File: src/inc/tcpr_defs.svh
// Constants for the Type-C port role logic: offsets, fields, resets, timing
// Summary of operation
// - Enable falling edge or soft reset restores dual-role
// - GPIO mode allows dual-role only
// - Source-only presents Rp both pins, watches Rd
// - VCONN to unconnected pin only when Ra
// - Sink-only presents Rd both pins, reads level
// - Sink attach needs CC debounce and VBUS
// - Attached sink reports detected source current
// - Dual-role alternates Rp and Rd presentation
// - Attached source drives attach indicator low
// - GPIO mode advertises default current only
// - Try.SRC only in I2C mode
// - Preference 2'b11 enables Try.SRC
// - Default advertisement, writes raise to medium/high
// - Rp level follows advertised current setting
// - Audio accessory output low, or readable
// - Below-Ra on both pins means audio
// - Source sees Rd both: debug 3'b110
// - Sink sees Rp both: debug 3'b111
// - No charge-through debug as dual-role or sink
// - Floating strap selects GPIO, else I2C
// - Orientation low for CC1, high for CC2
// - Register updates set interrupt, host clears
`ifndef TCPR_DEFS_SVH
`define TCPR_DEFS_SVH

// ---------------------------------------------------------------
// Timing
// ---------------------------------------------------------------
`define TCPR_CLK_KHZ 40000
`define TCPR_CC_DB_MS 168
`define TCPR_DRP_MS 75
`define TCPR_DRP_SRC_PCT 30
`define TCPR_TRY_MS 100

// ---------------------------------------------------------------
// Register offsets
// ---------------------------------------------------------------
`define TCPR_ADDR_CURRENT 8'h08
`define TCPR_ADDR_STATUS 8'h09
`define TCPR_ADDR_ROLE 8'h0A

// ---------------------------------------------------------------
// Field positions and reset values
// ---------------------------------------------------------------
`define TCPR_TERM_DIS_BIT 0
`define TCPR_PREF_LSB 1
`define TCPR_SOFT_RST_BIT 3
`define TCPR_ROLE_LSB 4
`define TCPR_ROLE_MASK 8'h37
`define TCPR_ADV_LSB 6
`define TCPR_INT_BIT 4
`define TCPR_ROLE_RST 8'h00
`define TCPR_ADV_RST 2'h0
`define TCPR_PREF_TRY_SRC 2'h3
`define TCPR_CUR_DEF 2'h0
`define TCPR_CUR_MED 2'h1
`define TCPR_CUR_HIGH 2'h2
`define TCPR_ACC_NONE 3'h0
`define TCPR_ACC_AUDIO 3'h4
`define TCPR_ACC_DBG_SRC 3'h6
`define TCPR_ACC_DBG_SNK 3'h7

`endif

File: src/inc/tcpr_pkg.sv
// Types shared by the Type-C port role logic
`default_nettype none
package tcpr_pkg;
	// Decoded CC comparator level
	typedef enum logic [2:0] {CC_OPEN = 3'h0, CC_RA = 3'h1, CC_RD = 3'h2, CC_RP_DEF = 3'h3,
		CC_RP_MED = 3'h4, CC_RP_HIGH = 3'h5, CC_AUDIO = 3'h6} tcpr_cc_type;
	typedef enum logic [1:0] {ROLE_DRP = 2'h0, ROLE_SNK = 2'h1, ROLE_SRC = 2'h2} tcpr_role_type;
	typedef enum logic [10:0] {
		ST_DISABLED = 11'h001, ST_UNATT_SNK = 11'h002, ST_ATTWAIT_SNK = 11'h004,
		ST_ATT_SNK = 11'h008, ST_UNATT_SRC = 11'h010, ST_ATTWAIT_SRC = 11'h020,
		ST_ATT_SRC = 11'h040, ST_TRY_SRC = 11'h080, ST_TRYWAIT_SNK = 11'h100,
		ST_AUDIO = 11'h200, ST_DEBUG = 11'h400} tcpr_state_type;
endpackage
`default_nettype wire

File: src/tcpr_port_role.sv
// Type-C port role state machine, terminations, reporting and registers
`timescale 1ns/10ps
`default_nettype none
`include "tcpr_defs.svh"
module tcpr_port_role
	import tcpr_pkg::*;
#(
	parameter int CNT_W = 24,
	parameter int DB_CYC = `TCPR_CC_DB_MS * `TCPR_CLK_KHZ,
	parameter int DRP_CYC = `TCPR_DRP_MS * `TCPR_CLK_KHZ,
	parameter int DRP_SRC_CYC = `TCPR_DRP_MS * `TCPR_CLK_KHZ * `TCPR_DRP_SRC_PCT / 100,
	parameter int TRY_CYC = `TCPR_TRY_MS * `TCPR_CLK_KHZ
)(
	input wire logic clk,
	input wire logic sys_rst,
	input wire logic enable_low_pin,
	input wire logic addr_float_pin,
	input wire logic vbus_det_pin,
	input wire logic [2:0] cc1_level,
	input wire logic [2:0] cc2_level,
	input wire logic reg_wr_en,
	input wire logic reg_rd_en,
	input wire logic [7:0] reg_addr,
	input wire logic [7:0] reg_wdata,
	output logic [7:0] reg_rdata,
	output logic cc1_rp_en,
	output logic cc2_rp_en,
	output logic cc1_rd_en,
	output logic cc2_rd_en,
	output logic [1:0] rp_level,
	output logic vconn_cc1_en,
	output logic vconn_cc2_en,
	output logic attach_indicator_pin_oe,
	output logic orientation_out_oe,
	output logic current_out_a_oe,
	output logic current_out_b_oe,
	output logic audio_accessory_out_oe,
	output logic interrupt_out_low_oe,
	output logic gpio_mode
);
	localparam logic [CNT_W-1:0] DB_L = CNT_W'(DB_CYC);
	localparam logic [CNT_W-1:0] SRC_L = CNT_W'(DRP_SRC_CYC);
	localparam logic [CNT_W-1:0] SNK_L = CNT_W'(DRP_CYC - DRP_SRC_CYC);
	localparam logic [CNT_W-1:0] TRY_L = CNT_W'(TRY_CYC);

	// ---------------------------------------------------------------
	// Pin synchronisation and strap capture
	// ---------------------------------------------------------------
	logic [8:0] sync_w;
	tcpr_sync #(.W(9)) u_sync (
		.clk(clk),
		.sys_rst(sys_rst),
		.async_in({addr_float_pin, enable_low_pin, vbus_det_pin, cc2_level, cc1_level}),
		.sync_out(sync_w)
	);
	tcpr_cc_type cc1_s, cc2_s;
	logic vbus_s, en_s, addr_s;
	assign cc1_s = tcpr_cc_type'(sync_w[2:0]);
	assign cc2_s = tcpr_cc_type'(sync_w[5:3]);
	assign vbus_s = sync_w[6];
	assign en_s = sync_w[7];
	assign addr_s = sync_w[8];

	logic [1:0] strap_cnt_r, strap_cnt_nxt;
	logic gpio_mode_r, gpio_mode_nxt, en_d_r;
	logic strap_done, en_fall, shutdown;
	assign strap_done = (strap_cnt_r == 2'h3);
	assign en_fall = en_d_r & ~en_s;
	assign shutdown = en_s;

	// Strap is sampled after the synchroniser has filled, then frozen
	always_comb
	begin
		strap_cnt_nxt = strap_cnt_r;
		gpio_mode_nxt = gpio_mode_r;
		if (!strap_done)
		begin
			strap_cnt_nxt = strap_cnt_r + 2'h1;
			gpio_mode_nxt = addr_s;
		end
	end

	always_ff @(posedge clk)
	begin
		if (sys_rst)
		begin
			strap_cnt_r <= 2'h0;
			gpio_mode_r <= 1'b0;
			en_d_r <= 1'b0;
		end
		else
		begin
			strap_cnt_r <= strap_cnt_nxt;
			gpio_mode_r <= gpio_mode_nxt;
			en_d_r <= en_s;
		end
	end

	// ---------------------------------------------------------------
	// Registers
	// ---------------------------------------------------------------
	logic [7:0] role_r, role_nxt, rdata_nxt;
	logic [1:0] adv_r, adv_nxt, det_r, det_nxt, att_r, att_nxt;
	logic [2:0] acc_r, acc_nxt;
	logic int_r, int_nxt, orient_r, orient_nxt, ev, role_reset, term_dis;
	tcpr_role_type eff_role;
	logic drp, try_en;

	assign role_reset = en_fall | (reg_wr_en && reg_addr == `TCPR_ADDR_ROLE
		&& reg_wdata[`TCPR_SOFT_RST_BIT]);
	assign term_dis = role_r[`TCPR_TERM_DIS_BIT];

	// Role select takes effect from the unattached states; GPIO mode forces dual-role whatever it holds
	always_comb
	begin
		if (gpio_mode_r)
			eff_role = ROLE_DRP;
		else if (role_r[`TCPR_ROLE_LSB+:2] == ROLE_SNK)
			eff_role = ROLE_SNK;
		else if (role_r[`TCPR_ROLE_LSB+:2] == ROLE_SRC)
			eff_role = ROLE_SRC;
		else
			eff_role = ROLE_DRP;
	end
	assign drp = (eff_role == ROLE_DRP);
	// GPIO strap forbids any role preference
	assign try_en = drp && !gpio_mode_r
		&& role_r[`TCPR_PREF_LSB+:2] == `TCPR_PREF_TRY_SRC;

	// Write decode; a new event wins over a clear in the same cycle
	always_comb
	begin
		role_nxt = role_r;
		adv_nxt = adv_r;
		int_nxt = int_r;
		rdata_nxt = reg_rdata;
		if (reg_wr_en && reg_addr == `TCPR_ADDR_ROLE)
			role_nxt = reg_wdata & `TCPR_ROLE_MASK;
		if (role_reset)
			role_nxt[`TCPR_ROLE_LSB+:2] = ROLE_DRP;
		if (reg_wr_en && reg_addr == `TCPR_ADDR_CURRENT)
			adv_nxt = reg_wdata[`TCPR_ADV_LSB+:2];
		if (reg_wr_en && reg_addr == `TCPR_ADDR_STATUS && reg_wdata[`TCPR_INT_BIT])
			int_nxt = 1'b0;
		if (ev)
			int_nxt = 1'b1;
		if (reg_rd_en)
		begin
			unique case (reg_addr)
				`TCPR_ADDR_CURRENT: rdata_nxt = {adv_r, det_r, acc_r, 1'b0};
				`TCPR_ADDR_STATUS: rdata_nxt = {att_r, orient_r, int_r, 3'h0, gpio_mode_r};
				`TCPR_ADDR_ROLE: rdata_nxt = role_r;
				default: rdata_nxt = 8'h00;
			endcase
		end
	end

	always_ff @(posedge clk)
	begin
		if (sys_rst)
		begin
			role_r <= `TCPR_ROLE_RST;
			adv_r <= `TCPR_ADV_RST;
			int_r <= 1'b0;
			reg_rdata <= 8'h00;
		end
		else
		begin
			role_r <= role_nxt;
			adv_r <= adv_nxt;
			int_r <= int_nxt;
			reg_rdata <= rdata_nxt;
		end
	end

	// ---------------------------------------------------------------
	// Attach state machine
	// ---------------------------------------------------------------
	tcpr_state_type st_r, st_nxt, home;
	logic [CNT_W-1:0] tmr_r, tmr_nxt;
	logic [5:0] cc_prev_r;
	logic rp1, rp2, rd1, rd2, aud, db_done, cc_chg;
	assign rp1 = (cc1_s == CC_RP_DEF) || (cc1_s == CC_RP_MED) || (cc1_s == CC_RP_HIGH);
	assign rp2 = (cc2_s == CC_RP_DEF) || (cc2_s == CC_RP_MED) || (cc2_s == CC_RP_HIGH);
	assign rd1 = (cc1_s == CC_RD);
	assign rd2 = (cc2_s == CC_RD);
	assign aud = (cc1_s == CC_AUDIO) && (cc2_s == CC_AUDIO);
	assign db_done = (tmr_r >= DB_L);
	assign cc_chg = ({cc2_s, cc1_s} != cc_prev_r);
	assign home = (eff_role == ROLE_SRC) ? ST_UNATT_SRC : ST_UNATT_SNK;

	// Next state; termination disable overrides the case; shutdown, role resets and strap wait override all
	always_comb
	begin
		st_nxt = st_r;
		orient_nxt = orient_r;
		acc_nxt = acc_r;
		unique case (st_r)
			ST_DISABLED: if (!term_dis) st_nxt = home;
			ST_UNATT_SNK:
				if (eff_role == ROLE_SRC) st_nxt = ST_UNATT_SRC;
				else if (rp1 || rp2) st_nxt = ST_ATTWAIT_SNK;
				else if (drp && tmr_r >= SNK_L) st_nxt = ST_UNATT_SRC;
			ST_ATTWAIT_SNK:
				if (!(rp1 || rp2)) st_nxt = ST_UNATT_SNK;
				else if (db_done && vbus_s)
				begin
					orient_nxt = !rp1;
					if (rp1 && rp2)
					begin
						st_nxt = ST_DEBUG;
						acc_nxt = `TCPR_ACC_DBG_SNK;
					end
					else if (try_en) st_nxt = ST_TRY_SRC;
					else st_nxt = ST_ATT_SNK;
				end
			ST_ATT_SNK: if (!vbus_s) st_nxt = home;
			ST_UNATT_SRC:
				if (eff_role == ROLE_SNK) st_nxt = ST_UNATT_SNK;
				else if (rd1 || rd2 || aud) st_nxt = ST_ATTWAIT_SRC;
				else if (drp && tmr_r >= SRC_L) st_nxt = ST_UNATT_SNK;
			ST_ATTWAIT_SRC:
				if (!(rd1 || rd2 || aud)) st_nxt = home;
				else if (db_done)
				begin
					orient_nxt = !rd1;
					if (rd1 && rd2)
					begin
						st_nxt = ST_DEBUG;
						acc_nxt = `TCPR_ACC_DBG_SRC;
					end
					else if (aud) st_nxt = ST_AUDIO;
					else st_nxt = ST_ATT_SRC;
				end
			ST_ATT_SRC: if (orient_r ? !rd2 : !rd1) st_nxt = home;
			ST_TRY_SRC:
				if ((rd1 || rd2) && tmr_r >= TRY_L)
				begin
					st_nxt = ST_ATT_SRC;
					orient_nxt = !rd1;
				end
				else if (!(rd1 || rd2) && tmr_r >= TRY_L) st_nxt = ST_TRYWAIT_SNK;
			ST_TRYWAIT_SNK:
				if ((rp1 || rp2) && vbus_s && db_done)
				begin
					st_nxt = ST_ATT_SNK;
					orient_nxt = !rp1;
				end
				else if (!(rp1 || rp2) && tmr_r >= TRY_L) st_nxt = ST_UNATT_SNK;
			ST_AUDIO: if (!aud) st_nxt = home;
			ST_DEBUG:
				if (acc_r == `TCPR_ACC_DBG_SRC ? !(rd1 && rd2) : !(rp1 && rp2) || !vbus_s)
					st_nxt = home;
		endcase
		if (term_dis) st_nxt = ST_DISABLED;
		if (shutdown || role_reset || !strap_done) st_nxt = ST_UNATT_SNK;
		if (st_nxt == ST_AUDIO) acc_nxt = `TCPR_ACC_AUDIO;
		else if (st_nxt != ST_DEBUG) acc_nxt = `TCPR_ACC_NONE;
		// Timer restarts whenever the state or the CC picture changes
		tmr_nxt = (st_nxt != st_r || cc_chg) ? '0 : (&tmr_r ? tmr_r : tmr_r + 1'b1);
	end

	// Detected current and attach summary for status and interrupt
	always_comb
	begin
		det_nxt = `TCPR_CUR_DEF;
		att_nxt = 2'h0;
		if (st_nxt == ST_ATT_SNK)
		begin
			att_nxt = 2'h2;
			if ((orient_nxt ? cc2_s : cc1_s) == CC_RP_MED) det_nxt = `TCPR_CUR_MED;
			if ((orient_nxt ? cc2_s : cc1_s) == CC_RP_HIGH) det_nxt = `TCPR_CUR_HIGH;
		end
		else if (st_nxt == ST_ATT_SRC) att_nxt = 2'h1;
		else if (st_nxt == ST_AUDIO || st_nxt == ST_DEBUG) att_nxt = 2'h3;
		ev = (att_nxt != att_r) || (acc_nxt != acc_r) || (det_nxt != det_r);
	end

	always_ff @(posedge clk)
	begin
		if (sys_rst)
		begin
			st_r <= ST_UNATT_SNK;
			tmr_r <= '0;
			cc_prev_r <= 6'h00;
			orient_r <= 1'b0;
			acc_r <= `TCPR_ACC_NONE;
			det_r <= `TCPR_CUR_DEF;
			att_r <= 2'h0;
		end
		else
		begin
			st_r <= st_nxt;
			tmr_r <= tmr_nxt;
			cc_prev_r <= {cc2_s, cc1_s};
			orient_r <= orient_nxt;
			acc_r <= acc_nxt;
			det_r <= det_nxt;
			att_r <= att_nxt;
		end
	end

	// ---------------------------------------------------------------
	// Terminations and pins, all registered
	// ---------------------------------------------------------------
	logic src_st, snk_att;
	assign src_st = (st_r == ST_UNATT_SRC) || (st_r == ST_ATTWAIT_SRC) || (st_r == ST_ATT_SRC)
		|| (st_r == ST_TRY_SRC) || (st_r == ST_AUDIO)
		|| (st_r == ST_DEBUG && acc_r == `TCPR_ACC_DBG_SRC);
	assign snk_att = (st_r == ST_ATT_SNK);

	always_ff @(posedge clk)
	begin
		if (sys_rst)
		begin
			cc1_rp_en <= 1'b0;
			cc2_rp_en <= 1'b0;
			cc1_rd_en <= 1'b0;
			cc2_rd_en <= 1'b0;
			rp_level <= `TCPR_CUR_DEF;
			vconn_cc1_en <= 1'b0;
			vconn_cc2_en <= 1'b0;
			attach_indicator_pin_oe <= 1'b0;
			orientation_out_oe <= 1'b0;
			current_out_a_oe <= 1'b0;
			current_out_b_oe <= 1'b0;
			audio_accessory_out_oe <= 1'b0;
			interrupt_out_low_oe <= 1'b0;
			gpio_mode <= 1'b0;
		end
		else
		begin
			cc1_rp_en <= src_st;
			cc2_rp_en <= src_st;
			cc1_rd_en <= !src_st && st_r != ST_DISABLED;
			cc2_rd_en <= !src_st && st_r != ST_DISABLED;
			rp_level <= gpio_mode_r ? `TCPR_CUR_DEF : adv_r;
			vconn_cc1_en <= st_r == ST_ATT_SRC && orient_r && cc1_s == CC_RA;
			vconn_cc2_en <= st_r == ST_ATT_SRC && !orient_r && cc2_s == CC_RA;
			attach_indicator_pin_oe <= (st_r == ST_ATT_SRC);
			orientation_out_oe <= (st_r == ST_ATT_SRC || snk_att) && !orient_r;
			current_out_a_oe <= gpio_mode_r && snk_att && det_r != `TCPR_CUR_DEF;
			current_out_b_oe <= gpio_mode_r && snk_att && det_r != `TCPR_CUR_MED;
			audio_accessory_out_oe <= gpio_mode_r && st_r == ST_AUDIO;
			interrupt_out_low_oe <= !gpio_mode_r && int_r;
			gpio_mode <= gpio_mode_r;
		end
	end
endmodule
`default_nettype wire

File: src/tcpr_sync.sv
// Two-flop synchroniser for the pin inputs of the port role logic
`timescale 1ns/10ps
`default_nettype none
module tcpr_sync #(
	parameter int W = 1
)(
	input wire logic clk,
	input wire logic sys_rst,
	input wire logic [W-1:0] async_in,
	output logic [W-1:0] sync_out
);
	logic [W-1:0] meta_r;
	logic [W-1:0] sync_r;

	// One pair of flops per bit; only the second flop is visible outside
	genvar i;
	generate
		for (i = 0; i < W; i++)
		begin : g_bit
			always_ff @(posedge clk)
			begin
				if (sys_rst)
				begin
					meta_r[i] <= 1'b0;
					sync_r[i] <= 1'b0;
				end
				else
				begin
					meta_r[i] <= async_in[i];
					sync_r[i] <= meta_r[i];
				end
			end
		end
	endgenerate

	assign sync_out = sync_r;
endmodule
`default_nettype wire

File: config.mk
export PLATFORM = sky130hd
export DESIGN_NAME = tcpr_port_role
export DESIGN_NICKNAME = d
export VERILOG_FILES = /design/src/inc/tcpr_pkg.sv /design/src/tcpr_port_role.sv /design/src/tcpr_sync.sv
export VERILOG_INCLUDE_DIRS = /design/src /design/src/inc
export SDC_FILE = /design/constraint.sdc
export NUM_CORES = 1
export LEC_CHECK = 0
export BUFFER_PORTS_ARGS = -buffer_cell sky130_fd_sc_hd__buf_2
export CORE_UTILIZATION = 55
export CTS_CLUSTER_DIAMETER = 80
export DETAILED_ROUTE_END_ITERATION = 12
export PLACE_DENSITY = 0.75
export RECOVER_POWER = 25
export REMOVE_ABC_BUFFERS = 1
export SETUP_SLACK_MARGIN = 0.1
export SYNTH_ARGS = -nofsm -noshare
export SYNTH_HDL_FRONTEND = slang
export SYNTH_SLANG_ARGS = --single-unit
export TNS_END_PERCENT = 5
File: constraint.sdc
create_clock -name clk -period 7.85 [get_ports clk]
set_input_delay 0.3925 -clock clk [delete_from_list [all_inputs] [get_ports clk]]
set_output_delay 0.3925 -clock clk [all_outputs]
set_load 0.005 [all_outputs]
* Yosys cells after proc, flatten, opt, wreduce, memory -nomap -nowiden
Cells that the tools add are included.
Cells by class: add/subtract/negate cells 2, $mul 0, div/mod/pow operators 0, magnitude comparators 4, equal/unequal tests 47, shift-type cells 0, muxes and demuxes 57, bitwise operators 3, reductions and logical operators 69
Operators by type and width (number):
- 11-bit two-way mux | 22
- 11-bit one-hot mux with 11 select lines | 1
- 24-bit by 22-bit greater-or-equal comparator with 1-bit output, second input constant | 2
- 1-bit logical AND | 30
- 3-bit equality test, second input constant | 9
- 3-bit two-way mux | 9
- 24-bit by 1-bit adder with 24-bit output, second input constant | 1
- 8-bit by 4-bit equality test with 1-bit output, second input constant | 3
- 24-bit by 20-bit greater-or-equal comparator with 1-bit output, second input constant | 1
- 24-bit by 23-bit greater-or-equal comparator with 1-bit output, second input constant | 1
- 8-bit one-hot mux with 3 select lines | 1
- 24-bit AND reduction | 1
- 11-bit by 10-bit equality test with 1-bit output, second input constant | 2
- 11-bit equality test, second input constant | 2
- 11-bit by 4-bit equality test with 1-bit output, second input constant | 2
- 11-bit by 7-bit equality test with 1-bit output, second input constant | 2
- 1-bit logical OR | 20
- 2-bit two-way mux | 8
- 3-bit by 2-bit equality test with 1-bit output, second input constant | 4
- 1-bit logical NOT | 12
- 11-bit by 1-bit equality test with 1-bit output, second input constant | 1
- 11-bit by 2-bit equality test with 1-bit output, second input constant | 1
- 11-bit by 3-bit equality test with 1-bit output, second input constant | 1
- 11-bit by 5-bit equality test with 1-bit output, second input constant | 1
- 26 further kinds | 45
Storage, ports and cells: register bits after elaboration 100, latch bits 0, RAM bits 0, bits in read-only memories 0, input bits 29, output and inout port bits 23, word-level logic and storage cells 227, memories kept 0

* Depth between registers and ports, before layout
Gate-level depths: netlist (run 1).
depth in word-level cells 23, mapped depth 12, gate-level depth less buffers 10

* Modules after synthesis
Synthesis (run 1) repeated with hierarchy kept, for this count alone.
Unflattened totals: cell total of the unflattened synthesis 674, area, all modules 5773.0 sq um
By module, submodules not included:
- tcpr_port_role | times used 1, cells an instance 637, area each 5283.8 sq um, sequential area each 1641.6 sq um
- tcpr_sync | times used 1, cells an instance 37, area each 489.2 sq um, sequential area each 360.3 sq um

* Worst setup path before layout (run 1)
Ideal clock, no wire load.
path kind register to register, start register st_r[1], end register tmr_r[0], library setup time 88 ps, arrival 3129 ps, required time 7762 ps, path slack 4634 ps, cell stages (with the launch flop) 12, buffers on the path 2, period minus slack after synthesis 3216 ps, cells stage by stage dfxtp_1 buf_6 or4_4 or3_1 a221oi_4 o21ba_2 o2111ai_1 xnor2_1 nor4_2 nand4_2 buf_6 nor4_2
On the way: longest elaborated chain between the ends 9, elaborated cells between the ends (all ways) 35, those cells by class 12 x eq/ne; 21 x mux; 2 x reduce/logical
RTL lines:
- from (decl) | line tcpr_port_role.sv:179 | tcpr_state_type st_r, st_nxt, home;
- from (signal assigned) | line tcpr_port_role.sv:293 | st_r <= st_nxt;
- 11-bit two-way mux, on equally long branches | line tcpr_port_role.sv:221, tcpr_port_role.sv:203
- 11-bit two-way mux, on equally long branches | line tcpr_port_role.sv:220, tcpr_port_role.sv:202
- 11-bit two-way mux, on equally long branches | line tcpr_port_role.sv:219, tcpr_port_role.sv:201
- 11-bit one-hot mux with 11 select lines | line tcpr_port_role.sv:198 | unique case (st_r)
- 11-bit two-way mux | line tcpr_port_role.sv:255 | if (term_dis) st_nxt = ST_DISABLED;
- 11-bit two-way mux | line tcpr_port_role.sv:256 | if (shutdown || role_reset || !strap_done) st_nxt = ST_UNATT_SNK;
- 11-bit inequality test * | line tcpr_port_role.sv:260 | tmr_nxt = (st_nxt != st_r || cc_chg) ? '0 : (&tmr_r ? tmr_r : tmr_r + 1'b1);
- 1-bit logical OR * | line tcpr_port_role.sv:260
- 2-bit OR reduction (no line) *
- to (signal assigned) | line tcpr_port_role.sv:294 | tmr_r <= tmr_nxt;
- to (decl) | line tcpr_port_role.sv:180 | logic [CNT_W-1:0] tmr_r, tmr_nxt;
Mark *: on every way between the ends. The rest lies on a longest branch, timed or not. A chain may end at the register's enable or synchronous reset.

* Final worst setup path (run 1)
start input port sys_rst, end register tmr_r[11]
On the way: longest elaborated chain between the ends 1
RTL lines:
- from (decl) | line tcpr_port_role.sv:15 | input wire logic sys_rst,
- 2-bit OR reduction (no line)
Every way passes these cells.

==> qor_table.md, run 1 <==
| Step | Item | This run |
| --- | --- | --- |
| status | Run status | complete, but fails checks |
| status | Violated checks | capacitance limit, slew limit |
| drt | Count of routing violations after the opening detailed-route iteration | 383 |
| finish | Fill cell total of the finished layout | 893 |
| grt | Maximum number of pins on one net before global-route repair | 68 |
| setup path | CP max FO | 67 |
| cts | Clock root buffer master | clkbuf_8 |
| floorplan | Overall die width | 103 um |
| yosys | Cell type contributing the most total cell area after synthesis | dfxtp_1 |
| timing | Worst Clk Skew | 0.00653 ns |
| yosys | Largest family of logic cells by synthesized area | simple AND/OR/NAND/NOR gates |
| power | Pwr/cell area | 149 mW/mm^2 |
| floorplan | IO Count | 52 |
| drt | Remaining number of nets flagged by the antenna check after routing | 0 |
| drt | First drt pass iteration count | 6 |
| timing | Tightest slew margin relative to the limit | -92.2% |
| power | LEAKAGE | 0.00226 uW |
| finish | Syn-to-layout area delta | 8.21% |
| cts | TritonCTS sink count | 100 |
| place | Placer Congestion | 0.986 |
| worst hold path | Class of the most critical hold timing path | in2reg |
| place | Placed instance area | 0.00589 mm^2 |
| finish | Layout Cell Area excl Fill | 0.00607 mm^2 |
| power | Peak supply drop | 0.000172 V |
| cts | Clock transition time at the flip-flop clock pins of the worst setup and hold paths | 0.10 ns |
| power | Internal Dissipation | 673 uW |
| power | Combinational power share | 7.6% |
| timing | Hold Violations, Final | 0 |
| setup path | Critical Path Start Type | primary input |
| setup path | Ordered cell list for the critical path | buf_2 -> clkbuf_1 -> or4_1 -> nor4_1 -> o311ai_0 -> nor4_2 -> nand4_2 -> nor4_1 |
| cts | Number of buffers added by the clock tree synthesis step | 9 |
| drt | Routed wire length | 14000 um |
| cts | CTS tree | built |
| power | Sw Share | 25.8% |
| timing | Max frequency | 216 MHz |
| yosys | Synth Area in XOR/XNOR | 5.93% |
| setup path | Reg-to-reg slack, setup | 3.48 ns |
| finish | Diode count | 0 |
| timing | Final number of setup-violating endpoints | 0 |
| power | Register share of total power | 57.8% |
| floorplan | Placeable core region | 0.00982 mm^2 |
| yosys | Distinct cell type count after synthesis | 78 |
| yosys | Synth top area share | 35.7% |
| floorplan | Die Area | 0.0106 mm^2 |
| drt | Via total after detailed routing | 5005 |
| grt | Via count of the first global-routing pass | 4426 |
| yosys | Share of the synthesized area in compound gates (AO/OA/AOI/OAI) | 14.9% |
| yosys | Share of synthesized cell area in full adder, half adder and majority cells | 0.669% |
| floorplan | Initial Utilization | 57.1% |
| timing | Setup repair after global routing missed its margin | no |
| yosys | Share of cell area taken by muxes after synthesis | 3.32% |
| timing | Setup TNS | 0 ns |
| yosys | Cell area after technology mapping | 0.00561 mm^2 |
| grt | Aggregate global-route resource usage | 27.8% |
| finish | Share of post-route cells with drive strength above 1 | 17.2% |
| power | Switching Power | 234 uW |
| floorplan | Std cell rows | 36 |
| cts | H-tree level count | 3 |
| setup path | Critical-path cell with the highest stage delay | clkbuf_1 |
| setup path | Signal arrival time at the worst endpoint | 4.90 ns |
| setup path | Crit. End Element | flop |
| setup path | Type of the worst setup path | in2reg |
| timing | Time the worst path needs with I/O delays and setup | 4.64 ns |
| drt | Routed WL per cell | 17.2 um |
| grt | Initial antenna violation count | 0 |
| setup path | Number of buffer and inverter instances along the worst setup path | 2 |
| drt | Via density per instance | 6.16 |
| grt | Total congestion overflow | 0 |
| yosys | Avg Cell Area, Syn | 8.67 um^2 |
| yosys | Post-Synthesis Cells | 647 |
| yosys | Most used DFF post-synth | dfxtp_1 |
| place | Port bufs | 51 |
| place | Detailed placement HPWL | 10200 um |
| cts | Max clock buf depth | 2 |
| cts | Post-CTS Hold Buffers | 0 |
| timing | Max Transition Viols Final | 68 |
| drt | Remaining design rule violation count | 0 |
| timing | Tightest hold margin | 0.217 ns |
| floorplan | Die height | 103 um |
| yosys | Register bit total from synthesis | 100 |
| grt | First-pass GRT wire length | 22500 um |
| cts | Number of instances resized during post-cts repair | 0 |
| yosys | Yosys synthesis warning count | 0 |
| timing | Transition time at the pin with the least slew margin | 2.88 ns |
| power | Part of the power in the clock network | 34.7% |
| yosys | Main area contributors after synthesis | dfxtp_1 (36%), nor4_2 (5.1%), nor2_1 (4.5%) |
| cts | Setup repair bufs after CTS | 0 |
| timing | Final cycle utilization of the critical path | 59.1% |
| setup path | Family of cells with the greatest summed delay on the critical path | simple AND/OR/NAND/NOR gates |
| flow run | Max-cap check violation count | 1 |
| yosys | EDFF count, synth | 0 |
| yosys | Proportion of synthesized flip-flops having asynchronous set or reset | 0% |
| setup path | Required time of the critical path | 8.11 ns |
| finish | Post-layout net count | 706 |
| yosys | Post-synthesis sequential area ratio | 35.7% |
| cts | Insertion delay of the later-clocked pin in the worst-skew pair | 0.38 ns |
| setup path | Delay contributed by the slowest stage of the critical path | 1.04 ns |
| yosys | Post-Synth Simple-Gate Area | 35.5% |
| setup path | Most common cell type on the critical path | nor4_1 |
worst register-to-register path, cell delays in order, from the launching register on:
cell and delay, ns:
dfxtp_1 0.37, ha_1 0.27, or3b_1 0.41, a41o_1 0.35, or2_2 0.37, o21ba_2 0.35, o2111ai_1 0.28, xnor2_1 0.23
nor4_2 0.30, nand4_2 0.76, nor4_1 0.57
cells in the mapped netlist, drive strengths merged (7+ instances only):
cell and instances:
buf 18, nor4 35, nand2b 15, and2 11, a21oi 25, nand4 15, nor4b 9, xor2 26
nor2 68, xnor2 12, nand3 25, nor2b 35, or4 7, nor3b 7, inv 9, mux2i 13
or2 7, nor3 22, and3 10, o21ai 23, clkbuf 21, dfxtp 100, nand2 31
metal layers:
| metal | routed length [um] | share of wire (%) | up-vias | global-route usage, % |
|---|---|---|---|---|
| met5 | 0 | 0 | - | 0 |
| met4 | 499 | 3.6 | 0 | 11.9 |
| met3 | 930 | 6.7 | 40 | 5.63 |
| met2 | 6440 | 46 | 195 | 44.0 |
| met1 | 6090 | 44 | 2357 | 36.9 |
| li1 | - | - | 2413 | - |
cells in the final DEF, fill, tap and decap left out, drive strengths merged, types with 7 or more instances in the layout:
cell type  instances
dfxtp            100
nor2              68
buf               54
nor2b             35
nor4              35
nand2             31
xor2              26
nand3             25
a21oi             25
o21ai             23
nor3              22
nand2b            15
nand4             15
mux2i             13
xnor2             12
clkbuf            12
inv               12
and2              11
and3              10
nor4b              9
nor3b              7
or4                7
or2                7
layout make-up:
class / count / area [um^2] / share of cell area (%)
inverter: 10 / 37.5 / 0.618
tap: 133 / 166 / 2.74
sequential: 100 / 2000 / 33.0
multi-input combinational: 498 / 3400 / 56.0
clock inverter: 5 / 43.8 / 0.721
clock buffer: 11 / 141 / 2.33
timing repair buffer: 55 / 282 / 4.64
power by group through the flow:
stage / combinational (uW) / sequential (uW) / clock, uW
detailed placement: 68.0 / 535 / 0
CTS: 68.3 / 524 / 322
finish: 68.7 / 523 / 314
global route: 75.2 / 525 / 342
floorplan: 41.3 / 533 / 0
global placement: 66.6 / 535 / 0
sequential cells by signal, summed over array words and instances (netlist names), 2 cells and up:
name,cells
acc_r,3
adv_r,2
att_r,2
cc_prev_r,6
det_r,2
reg_rdata,8
role_r,5
rp_level,2
st_r,11
strap_cnt_r,2
tmr_r,24
u_sync.meta_r,9
u_sync.sync_out,9
path summary, 6_finish.rpt:
check | start | end | cells after the start
setup / recovery | sys_rst | tmr_r[11] | 8
hold / removal | enable_low_pin | u_sync.meta_r[7] | 2
setup reg to reg | strap_cnt_r[0] | tmr_r[11] | 10
hold reg to reg | u_sync.meta_r[8] | u_sync.sync_out[8] | 1
cells by family (layout without fill, tap and decap cells):
| logic type | count (synthesis) | after routing |
|---|---|---|
| DFF | 100 | 100 |
| adders and majority gates | 3 | 3 |
| muxes | 18 | 18 |
| AOI/OAI and AO/OA | 114 | 114 |
| and+or+nand+nor | 325 | 325 |
| buffers and inverters | 49 | 81 |
| xor gates and xnor gates | 38 | 38 |
per-stage QoR:
stage	power, uW	utilization [%]	instances	worst slack [ns]
2_1_floorplan	575	-	608	3.82
3_3_place_gp	601	60.0	796	3.71
3_5_place_dp	603	60.0	796	3.61
4_1_cts	914	61.9	812	3.52
5_1_grt	943	61.8	812	2.90
6_report	906	61.8	812	3.21
No activity file was read; power rests on OpenSTA's default activity.
==> run 2, diff against run 1 <==
--- a/config.mk
+++ b/config.mk
@@ -7,10 +7,10 @@
 export NUM_CORES = 1
 export LEC_CHECK = 0
 export BUFFER_PORTS_ARGS = -buffer_cell sky130_fd_sc_hd__buf_2
-export CORE_UTILIZATION = 55
+export CORE_UTILIZATION = 54
 export CTS_CLUSTER_DIAMETER = 80
 export DETAILED_ROUTE_END_ITERATION = 12
-export PLACE_DENSITY = 0.75
+export PLACE_DENSITY = 0.76
 export RECOVER_POWER = 25
 export REMOVE_ABC_BUFFERS = 1
 export SETUP_SLACK_MARGIN = 0.1
==> constraint.sdc (replaced) <==
create_clock -name clk -period 4.2 [get_ports clk]
set_input_delay 0.21 -clock clk [delete_from_list [all_inputs] [get_ports clk]]
set_output_delay 0.21 -clock clk [all_outputs]
set_load 0.005 [all_outputs]
==> run 2 against run 1 <==
Global-route usage down 0.51 points. Flip-flop and latch count did not move. The flow still finishes with violations (capacitance limit, slew limit). Highest routed layer unchanged. First-iteration DRC count grew 3.1%. Cell count increased by 0.74%. Critical path depth rose by 2. Utilization is 0.35 points higher. Via count grew 0.38%. Total power is 100% higher. Sequential power up 87%. Register-to-register slack worse by 2.8 ns. Routed wire length grew 3.6%.
==> qor_table.md, run 2 (same netlist as run 1, synthesis figures left out) <==
| Step | Item | This run | vs previous |
| --- | --- | --- | --- |
| status | Run status | complete, but fails checks |  |
| timing | Transition time at the pin with the least slew margin | 2.88 ns | -0.00189 ns |
| drt | Routed WL per cell | 17.7 um | +2.9% |
| finish | Number of flip-flops in the largest register | 24 | unchanged |
| drt | Count of routing violations after the opening detailed-route iteration | 395 | +3.1% |
| cts | Max clock buf depth | 2 | unchanged |
| timing | Hold Violations, Final | 0 | unchanged |
| setup path | Ordered cell list for the critical path | or4_4 -> or4_1 -> nand4_2 -> nor2_1 -> o21a_1 -> a211oi_1 -> mux2i_1 -> nand4_2 -> buf_4 -> nor4_2 |  |
| grt | Aggregate global-route resource usage | 27.3% | -0.51 points |
| status | Violated checks | capacitance limit, slew limit |  |
| grt | Total congestion overflow | 0 | unchanged |
| power | Peak supply drop | 0.000235 V | +36% |
| grt | Maximum number of pins on one net before global-route repair | 67 | -1.5% |
| place | Detailed placement HPWL | 10700 um | +4.7% |
| flow run | Max-cap check violation count | 1 | unchanged |
| cts | Number of instances resized during post-cts repair | 0 | unchanged |
| finish | Final cell count without fillers | 818 | +0.74% |
| cts | H-tree level count | 3 | unchanged |
| setup path | Type of the worst setup path | reg2reg |  |
| grt | Initial antenna violation count | 0 | unchanged |
| timing | Tightest hold margin | 0.0341 ns | -0.183 ns |
| cts | Setup repair bufs after CTS | 0 | unchanged |
| floorplan | Die Area | 0.0108 mm^2 | +1.8% |
| drt | Remaining number of nets flagged by the antenna check after routing | 0 | unchanged |
| drt | Routed wire length | 14500 um | +3.6% |
| place | Placer Congestion | 0.972 | -1.4% |
| cts | Clock transition time at the flip-flop clock pins of the worst setup and hold paths | 0.11 ns | about the same |
| grt | First-pass GRT wire length | 23800 um | +5.7% |
| power | Pwr/cell area | 296 mW/mm^2 | +98% |
| timing | Final number of setup-violating endpoints | 0 | unchanged |
| finish | Share of post-route cells with drive strength above 1 | 18.0% | +0.72 points |
| power | LEAKAGE | 0.00230 uW | +2.2% |
| finish | Most common cell after layout, fill and taps aside | dfxtp_1 |  |
| setup path | Crit. End Element | flop |  |
| finish | Diode count | 0 | unchanged |
| floorplan | Die height | 104 um | +0.90% |
| drt | Via total after detailed routing | 5024 | +0.38% |
| timing | Time the worst path needs with I/O delays and setup | 3.54 ns |  |
| power | Design Power | 1820 uW | +100% |
| drt | Via density per instance | 6.14 | -0.36% |
| grt | Via count of the first global-routing pass | 4698 | +6.1% |
| floorplan | IO Count | 52 | unchanged |
| cts | CTS tree | built |  |
| timing | Max Transition Viols Final | 67 | -1.5% |
| floorplan | Initial Utilization | 56.6% | -0.52 points |
| place | Placed instance area | 0.00593 mm^2 | +0.76% |
| finish | Fill cell total of the finished layout | 878 | -1.7% |
| finish | Syn-to-layout area delta | 9.81% |  |
| setup path | Critical-path cell with the highest stage delay | or4_4 |  |
| timing | Final cycle utilization of the critical path | 84.4% |  |
| timing | Max frequency | 282 MHz |  |
| finish | Largest registers ranked by flip-flop count | tmr_r (24), st_r (11) |  |
| timing | Setup TNS | 0 ns | unchanged |
| timing | Tightest slew margin relative to the limit | -92.0% | +0.13 points |
| floorplan | Std cell rows | 36 | unchanged |
| place | Port bufs | 51 | unchanged |
| finish | Largest Register | tmr_r |  |
| drt | First drt pass iteration count | 6 | unchanged |
| cts | Insertion delay of the later-clocked pin in the worst-skew pair | 0.38 ns | about the same |
| setup path | Signal arrival time at the worst endpoint | 3.84 ns | -1.06 ns |
| timing | Worst Clk Skew | 0.0173 ns | +0.0108 ns |
| timing | Setup repair after global routing missed its margin | no |  |
| worst hold path | Class of the most critical hold timing path | in2reg |  |
| floorplan | Placeable core region | 0.00991 mm^2 | +0.92% |
| cts | Number of buffers added by the clock tree synthesis step | 9 | unchanged |
| cts | Clock root buffer master | clkbuf_8 |  |
| setup path | Critical Path Start Type | flop |  |
| finish | Layout Cell Area excl Fill | 0.00616 mm^2 | +1.5% |
| setup path | CP max FO | 24 | -64% |
| setup path | Required time of the critical path | 4.49 ns | -3.62 ns |
| setup path | Delay contributed by the slowest stage of the critical path | 0.62 ns | -0.42 ns |
| cts | Post-CTS Hold Buffers | 0 | unchanged |
| finish | Post-layout net count | 712 | +0.85% |
| finish | Commonest cells after routing, fill and taps aside | dfxtp_1 (100), nor2_1 (68), buf_2 (50), nor2b_1 (35), nand2_1 (31) |  |
| drt | Remaining design rule violation count | 0 | unchanged |
| floorplan | Overall die width | 104 um | +0.90% |
| setup path | Most common cell type on the critical path | nand4_2 |  |
| place | Cell Count Post-Placement | 802 | +0.75% |
| cts | TritonCTS sink count | 100 | unchanged |
-- run 2: cell types whose count changed in the layout (fill, tap and decap cells not counted), sizes merged --
cell	before	now
buf	54	59
bufinv	0	2
clkbuf	12	11
clkinv	2	3
clkinvlp	1	0
-- run 2: final cells by class --
type | instances | area [um^2] | share of cell area, %
Multi-Input combinational cell | 498 | 3400 | 55.2
Clock inverter | 7 | 108 | 1.75
Sequential cell | 100 | 2000 | 32.5
Clock buffer | 9 | 124 | 2.01
Tap cell | 133 | 166 | 2.70
Timing Repair Buffer | 61 | 325 | 5.28
Inverter | 10 | 37.5 | 0.609
-- run 2: critical path: cells and delay by family (launching register included) --
kind	cells	cell delay, ns
and+or+nand+nor	6	1.87
AOI/OAI and AO/OA	2	0.58
buffers and inverters	1	0.27
DFF	1	0.46
muxes	1	0.26
-- run 2: final timing paths --
kind                    start                 end  slack [ns]  cells past startpoint
max                   st_r[4]           tmr_r[22]        0.66                     10
min              cc1_level[0]    u_sync.meta_r[0]        0.03                      2
max reg2reg           st_r[4]           tmr_r[22]        0.66                     10
min reg2reg  u_sync.meta_r[5]  u_sync.sync_out[5]        0.45                      1
-- run 2: routing by layer --
layer	up-vias	share of wire (%)	GRT usage [%]
met1	2421	48	38.6
met3	23	5.6	5.08
met4	0	2.1	9.18
met2	163	45	41.7
li1	2417	-	-
met5	-	0	0
-- run 2: power breakdown --
group / internal (uW) / leakage (uW) / total [uW] / switching [uW]
clock: 346 / 0.000117 / 712 / 366
combinational: 52.8 / 0.00138 / 131 / 78.3
sequential: 965 / 0.000811 / 979 / 14.6
total: 1360 / 0.00230 / 1820 / 459
-- run 2: per-stage QoR --
| step | worst slack, ns | util, % |
|---|---|---|
| final | 0.656 | 62.2 |
| after global routing | 0.332 | 62.2 |
| after CTS | 0.688 | 62.2 |
| after detailed placement | 0.744 | 59.9 |
| after global placement | 0.797 | 59.9 |
| after floorplan | 0.175 | - |
==> run 3, diff against run 2 <==
--- a/config.mk
+++ b/config.mk
@@ -7,10 +7,10 @@
 export NUM_CORES = 1
 export LEC_CHECK = 0
 export BUFFER_PORTS_ARGS = -buffer_cell sky130_fd_sc_hd__buf_2
-export CORE_UTILIZATION = 54
+export CORE_UTILIZATION = 55
 export CTS_CLUSTER_DIAMETER = 80
 export DETAILED_ROUTE_END_ITERATION = 12
-export PLACE_DENSITY = 0.76
+export PLACE_DENSITY = 0.75
 export RECOVER_POWER = 25
 export REMOVE_ABC_BUFFERS = 1
 export SETUP_SLACK_MARGIN = 0.1
==> constraint.sdc (replaced) <==
create_clock -name clk -period 3.6 [get_ports clk]
set_input_delay 0.18 -clock clk [delete_from_list [all_inputs] [get_ports clk]]
set_output_delay 0.18 -clock clk [all_outputs]
set_load 0.005 [all_outputs]
==> run 3 against run 2 <==
The flow still finishes with violations (capacitance limit, slew limit). Worst hold slack worse by 0.024 ns. Sequential share of layout area down 0.40 points. Routed wire length down 3.4%. Count of clock-buffer cells in the layout unchanged. Sequential power up 16%. Clock power down 2%. Register-to-register slack worse by 0.37 ns. Utilization up 1.3 points. Global-route usage up 0.13 points. Flip-flop and latch count unchanged. Critical path depth down 2.
==> qor_table.md, run 3 (same netlist as run 1, synthesis figures left out) <==
| Step | Item | This run | vs previous |
| --- | --- | --- | --- |
| finish | Most common cell after layout, fill and taps aside | dfxtp_1 |  |
| drt | First drt pass iteration count | 5 | -1 |
| timing | Final number of setup-violating endpoints | 0 | unchanged |
| drt | Via density per instance | 5.98 | -2.6% |
| setup path | Type of the worst setup path | reg2reg |  |
| floorplan | Die Area | 0.0106 mm^2 | -1.8% |
| setup path | First element of the critical path | st_r[5] |  |
| drt | Routed wire length | 14000 um | -3.4% |
| setup path | Critical Path Start Type | flop |  |
| finish | Share of post-route cells with drive strength above 1 | 19.7% | +1.7 points |
| grt | Met1 track demand over resource | 37.8% | -0.83 points |
| cts | Insertion delay of the later-clocked pin in the worst-skew pair | 0.38 ns | about the same |
| grt | Initial antenna violation count | 0 | unchanged |
| cts | TritonCTS sink count | 100 | unchanged |
| drt | Routed WL per cell | 16.9 um | -4.7% |
| grt | Met3 Usage GRT | 3.93% | -1.1 points |
| timing | Setup repair after global routing missed its margin | yes |  |
| finish | Commonest cells after routing, fill and taps aside | dfxtp_1 (100), nor2_1 (68), buf_2 (49), nor2b_1 (35), nand2_1 (31) |  |
| cts | Post-CTS Hold Buffers | 0 | unchanged |
| flow run | Max-cap check violation count | 1 | unchanged |
| timing | Worst Clk Skew | 0.0120 ns | -0.00534 ns |
| finish | Syn-to-layout area delta | 11.2% |  |
| finish | Final cell count without fillers | 829 | +1.3% |
| timing | Time the worst path needs with I/O delays and setup | 3.31 ns | -0.233 ns |
| cts | Number of buffers added by the clock tree synthesis step | 9 | unchanged |
| setup path | Endpoint of the most critical register-to-register path | int_r |  |
| worst hold path | Start point of the worst hold path | cc1_level[1] |  |
| drt | Remaining design rule violation count | 0 | unchanged |
| drt | Count of routing violations after the opening detailed-route iteration | 275 | -30% |
| worst hold path | Class of the most critical hold timing path | in2reg |  |
| timing | Transition time at the pin with the least slew margin | 2.77 ns | -0.116 ns |
| power | Pwr/cell area | 321 mW/mm^2 | +8.4% |
| grt | Maximum number of pins on one net before global-route repair | 67 | unchanged |
| setup path | Required time of the critical path | 3.72 ns | -0.77 ns |
| setup path | Reg-to-reg slack, setup | 0.29 ns | -0.37 ns |
| floorplan | Std cell rows | 36 | unchanged |
| status | Run status | complete, but fails checks |  |
| place | Port bufs | 51 | unchanged |
| timing | Final cycle utilization of the critical path | 92.0% | +7.6 points |
| timing | Tightest slew margin relative to the limit | -84.3% | +7.7 points |
| timing | Max Transition Viols Final | 67 | unchanged |
| setup path | Worst Reg2Reg Path Length in Cells | 8 | -2 |
| floorplan | Placeable core region | 0.00982 mm^2 | -0.91% |
| cts | CTS tree | built |  |
| timing | Hold Violations, Final | 0 | unchanged |
| grt | Peak-usage layer in the global routing report | met2 |  |
| cts | Max clock buf depth | 2 | unchanged |
| finish | Fill cell total of the finished layout | 892 | +1.6% |
| floorplan | Die height | 103 um | -0.89% |
| floorplan | Initial Utilization | 57.1% | +0.52 points |
| finish | Diode count | 0 | unchanged |
| drt | Remaining number of nets flagged by the antenna check after routing | 0 | unchanged |
| place | Cell Count Post-Placement | 813 | +1.4% |
| power | LEAKAGE | 0.00233 uW | +1.2% |
| grt | Via count of the first global-routing pass | 4415 | -6.0% |
| timing | Tightest hold margin | 0.00976 ns | -0.0243 ns |
| finish | Multi-input combinational cell area | 0.00342 mm^2 | +0.63% |
| floorplan | Overall die width | 103 um | -0.89% |
| floorplan | IO Count | 52 | unchanged |
| setup path | CP max FO | 6 | -75% |
| cts | H-tree level count | 3 | unchanged |
| setup path | Signal arrival time at the worst endpoint | 3.43 ns | -0.41 ns |
| finish | Largest registers ranked by flip-flop count | tmr_r (24), st_r (11) |  |
| finish | FF+latch area | 0.00200 mm^2 | unchanged |
| finish | Post-layout net count | 723 | +1.5% |
| timing | Max frequency | 302 MHz | +7.0% |
| drt | Via total after detailed routing | 4959 | -1.3% |
| setup path | Launch point of the worst reg-to-reg path | st_r[5] |  |
| place | Placer Congestion | 1.00 | +3.0% |
| finish | Largest Register | tmr_r |  |
| status | Violated checks | capacitance limit, slew limit |  |
| power | Peak supply drop | 0.000231 V | -1.7% |
| setup path | Crit. End Element | flop |  |
| place | Detailed placement HPWL | 10400 um | -2.9% |
| grt | Met2 track utilization from global routing | 42.7% | +1.1 points |
| cts | Clock root buffer master | clkbuf_8 |  |
| finish | Number of flip-flops in the largest register | 24 | unchanged |
| setup path | Capturing instance or port of the critical path | int_r |  |
| grt | Total congestion overflow | 0 | unchanged |
| cts | Clock transition time at the flip-flop clock pins of the worst setup and hold paths | 0.11 ns | about the same |
| grt | First-pass GRT wire length | 22100 um | -6.9% |
| grt | Aggregate global-route resource usage | 27.4% | +0.13 points |
==> run 3: cell count changes in the layout (fill, tap and decap cells not counted), sizes merged <==
cell / change
clkbuf: +1
bufinv: -2
clkinvlp: +2
inv: -1
clkinv: +1
buf: +10
==> run 3: worst min-delay path by stage <==
stage / to / slack [ns] / cells after the start
finish: u_sync.meta_r[1] / 0.01 / 2
detailed placement: u_sync.meta_r[7] / 0.40 / 2
CTS: u_sync.meta_r[1] / 0.002 / 2
global route: u_sync.meta_r[2] / 0.004 / 2
floorplan: en_d_r / 0.25 / 1
global placement: u_sync.meta_r[7] / 0.39 / 2
==> run 3: per-layer routing <==
layer	vias to the layer above	wire length (um)
met5	-	0
met4	0	388
met3	30	710
met2	151	6450
met1	2337	6420
li1	2441	-
==> run 3: report_power, final <==
part	total, uW	internal, uW	switching, uW
Sequential	1140	1130	16.6
Combinational	156	66.6	89.3
Clock	701	267	435
==> run 3: stage by stage <==
step	setup TNS [ns]	utilization (%)	instance area [um^2]	power, uW	setup WS, ns
finish	0	63.5	6240	2000	0.288
global route	0	63.5	6240	2080	0.0847
CTS	0	63.4	6220	2010	0.166
detailed placement	0	61.4	6030	1320	0.214
global placement	0	61.4	6030	1320	0.335
floorplan	-9.50	-	5420	1250	-0.425
==> run 3: area by class of cell <==
class / instances / share of cell area (%)
timing repair buffer: 72 / 6.72
multi-input combinational: 498 / 54.8
tap: 133 / 2.67
sequential: 100 / 32.1
inverter: 10 / 0.602
clock inverter: 7 / 1.10
clock buffer: 9 / 1.99
==> run 3: critical path, stage by stage (launching register included) <==
cell       delay (ns)
dfxtp_1          0.38
or4_4            0.60
or4_1            0.58
nand4_2          0.18
or2_1            0.13
o2111ai_1        0.20
a211o_1          0.35
nor4b_1          0.45
a41oi_1          0.17
==> run 3: what timing repair did <==
item,CTS,global route
setup buffers,0,0
resized for setup,0,5
endpoints found under the setup margin,0,24
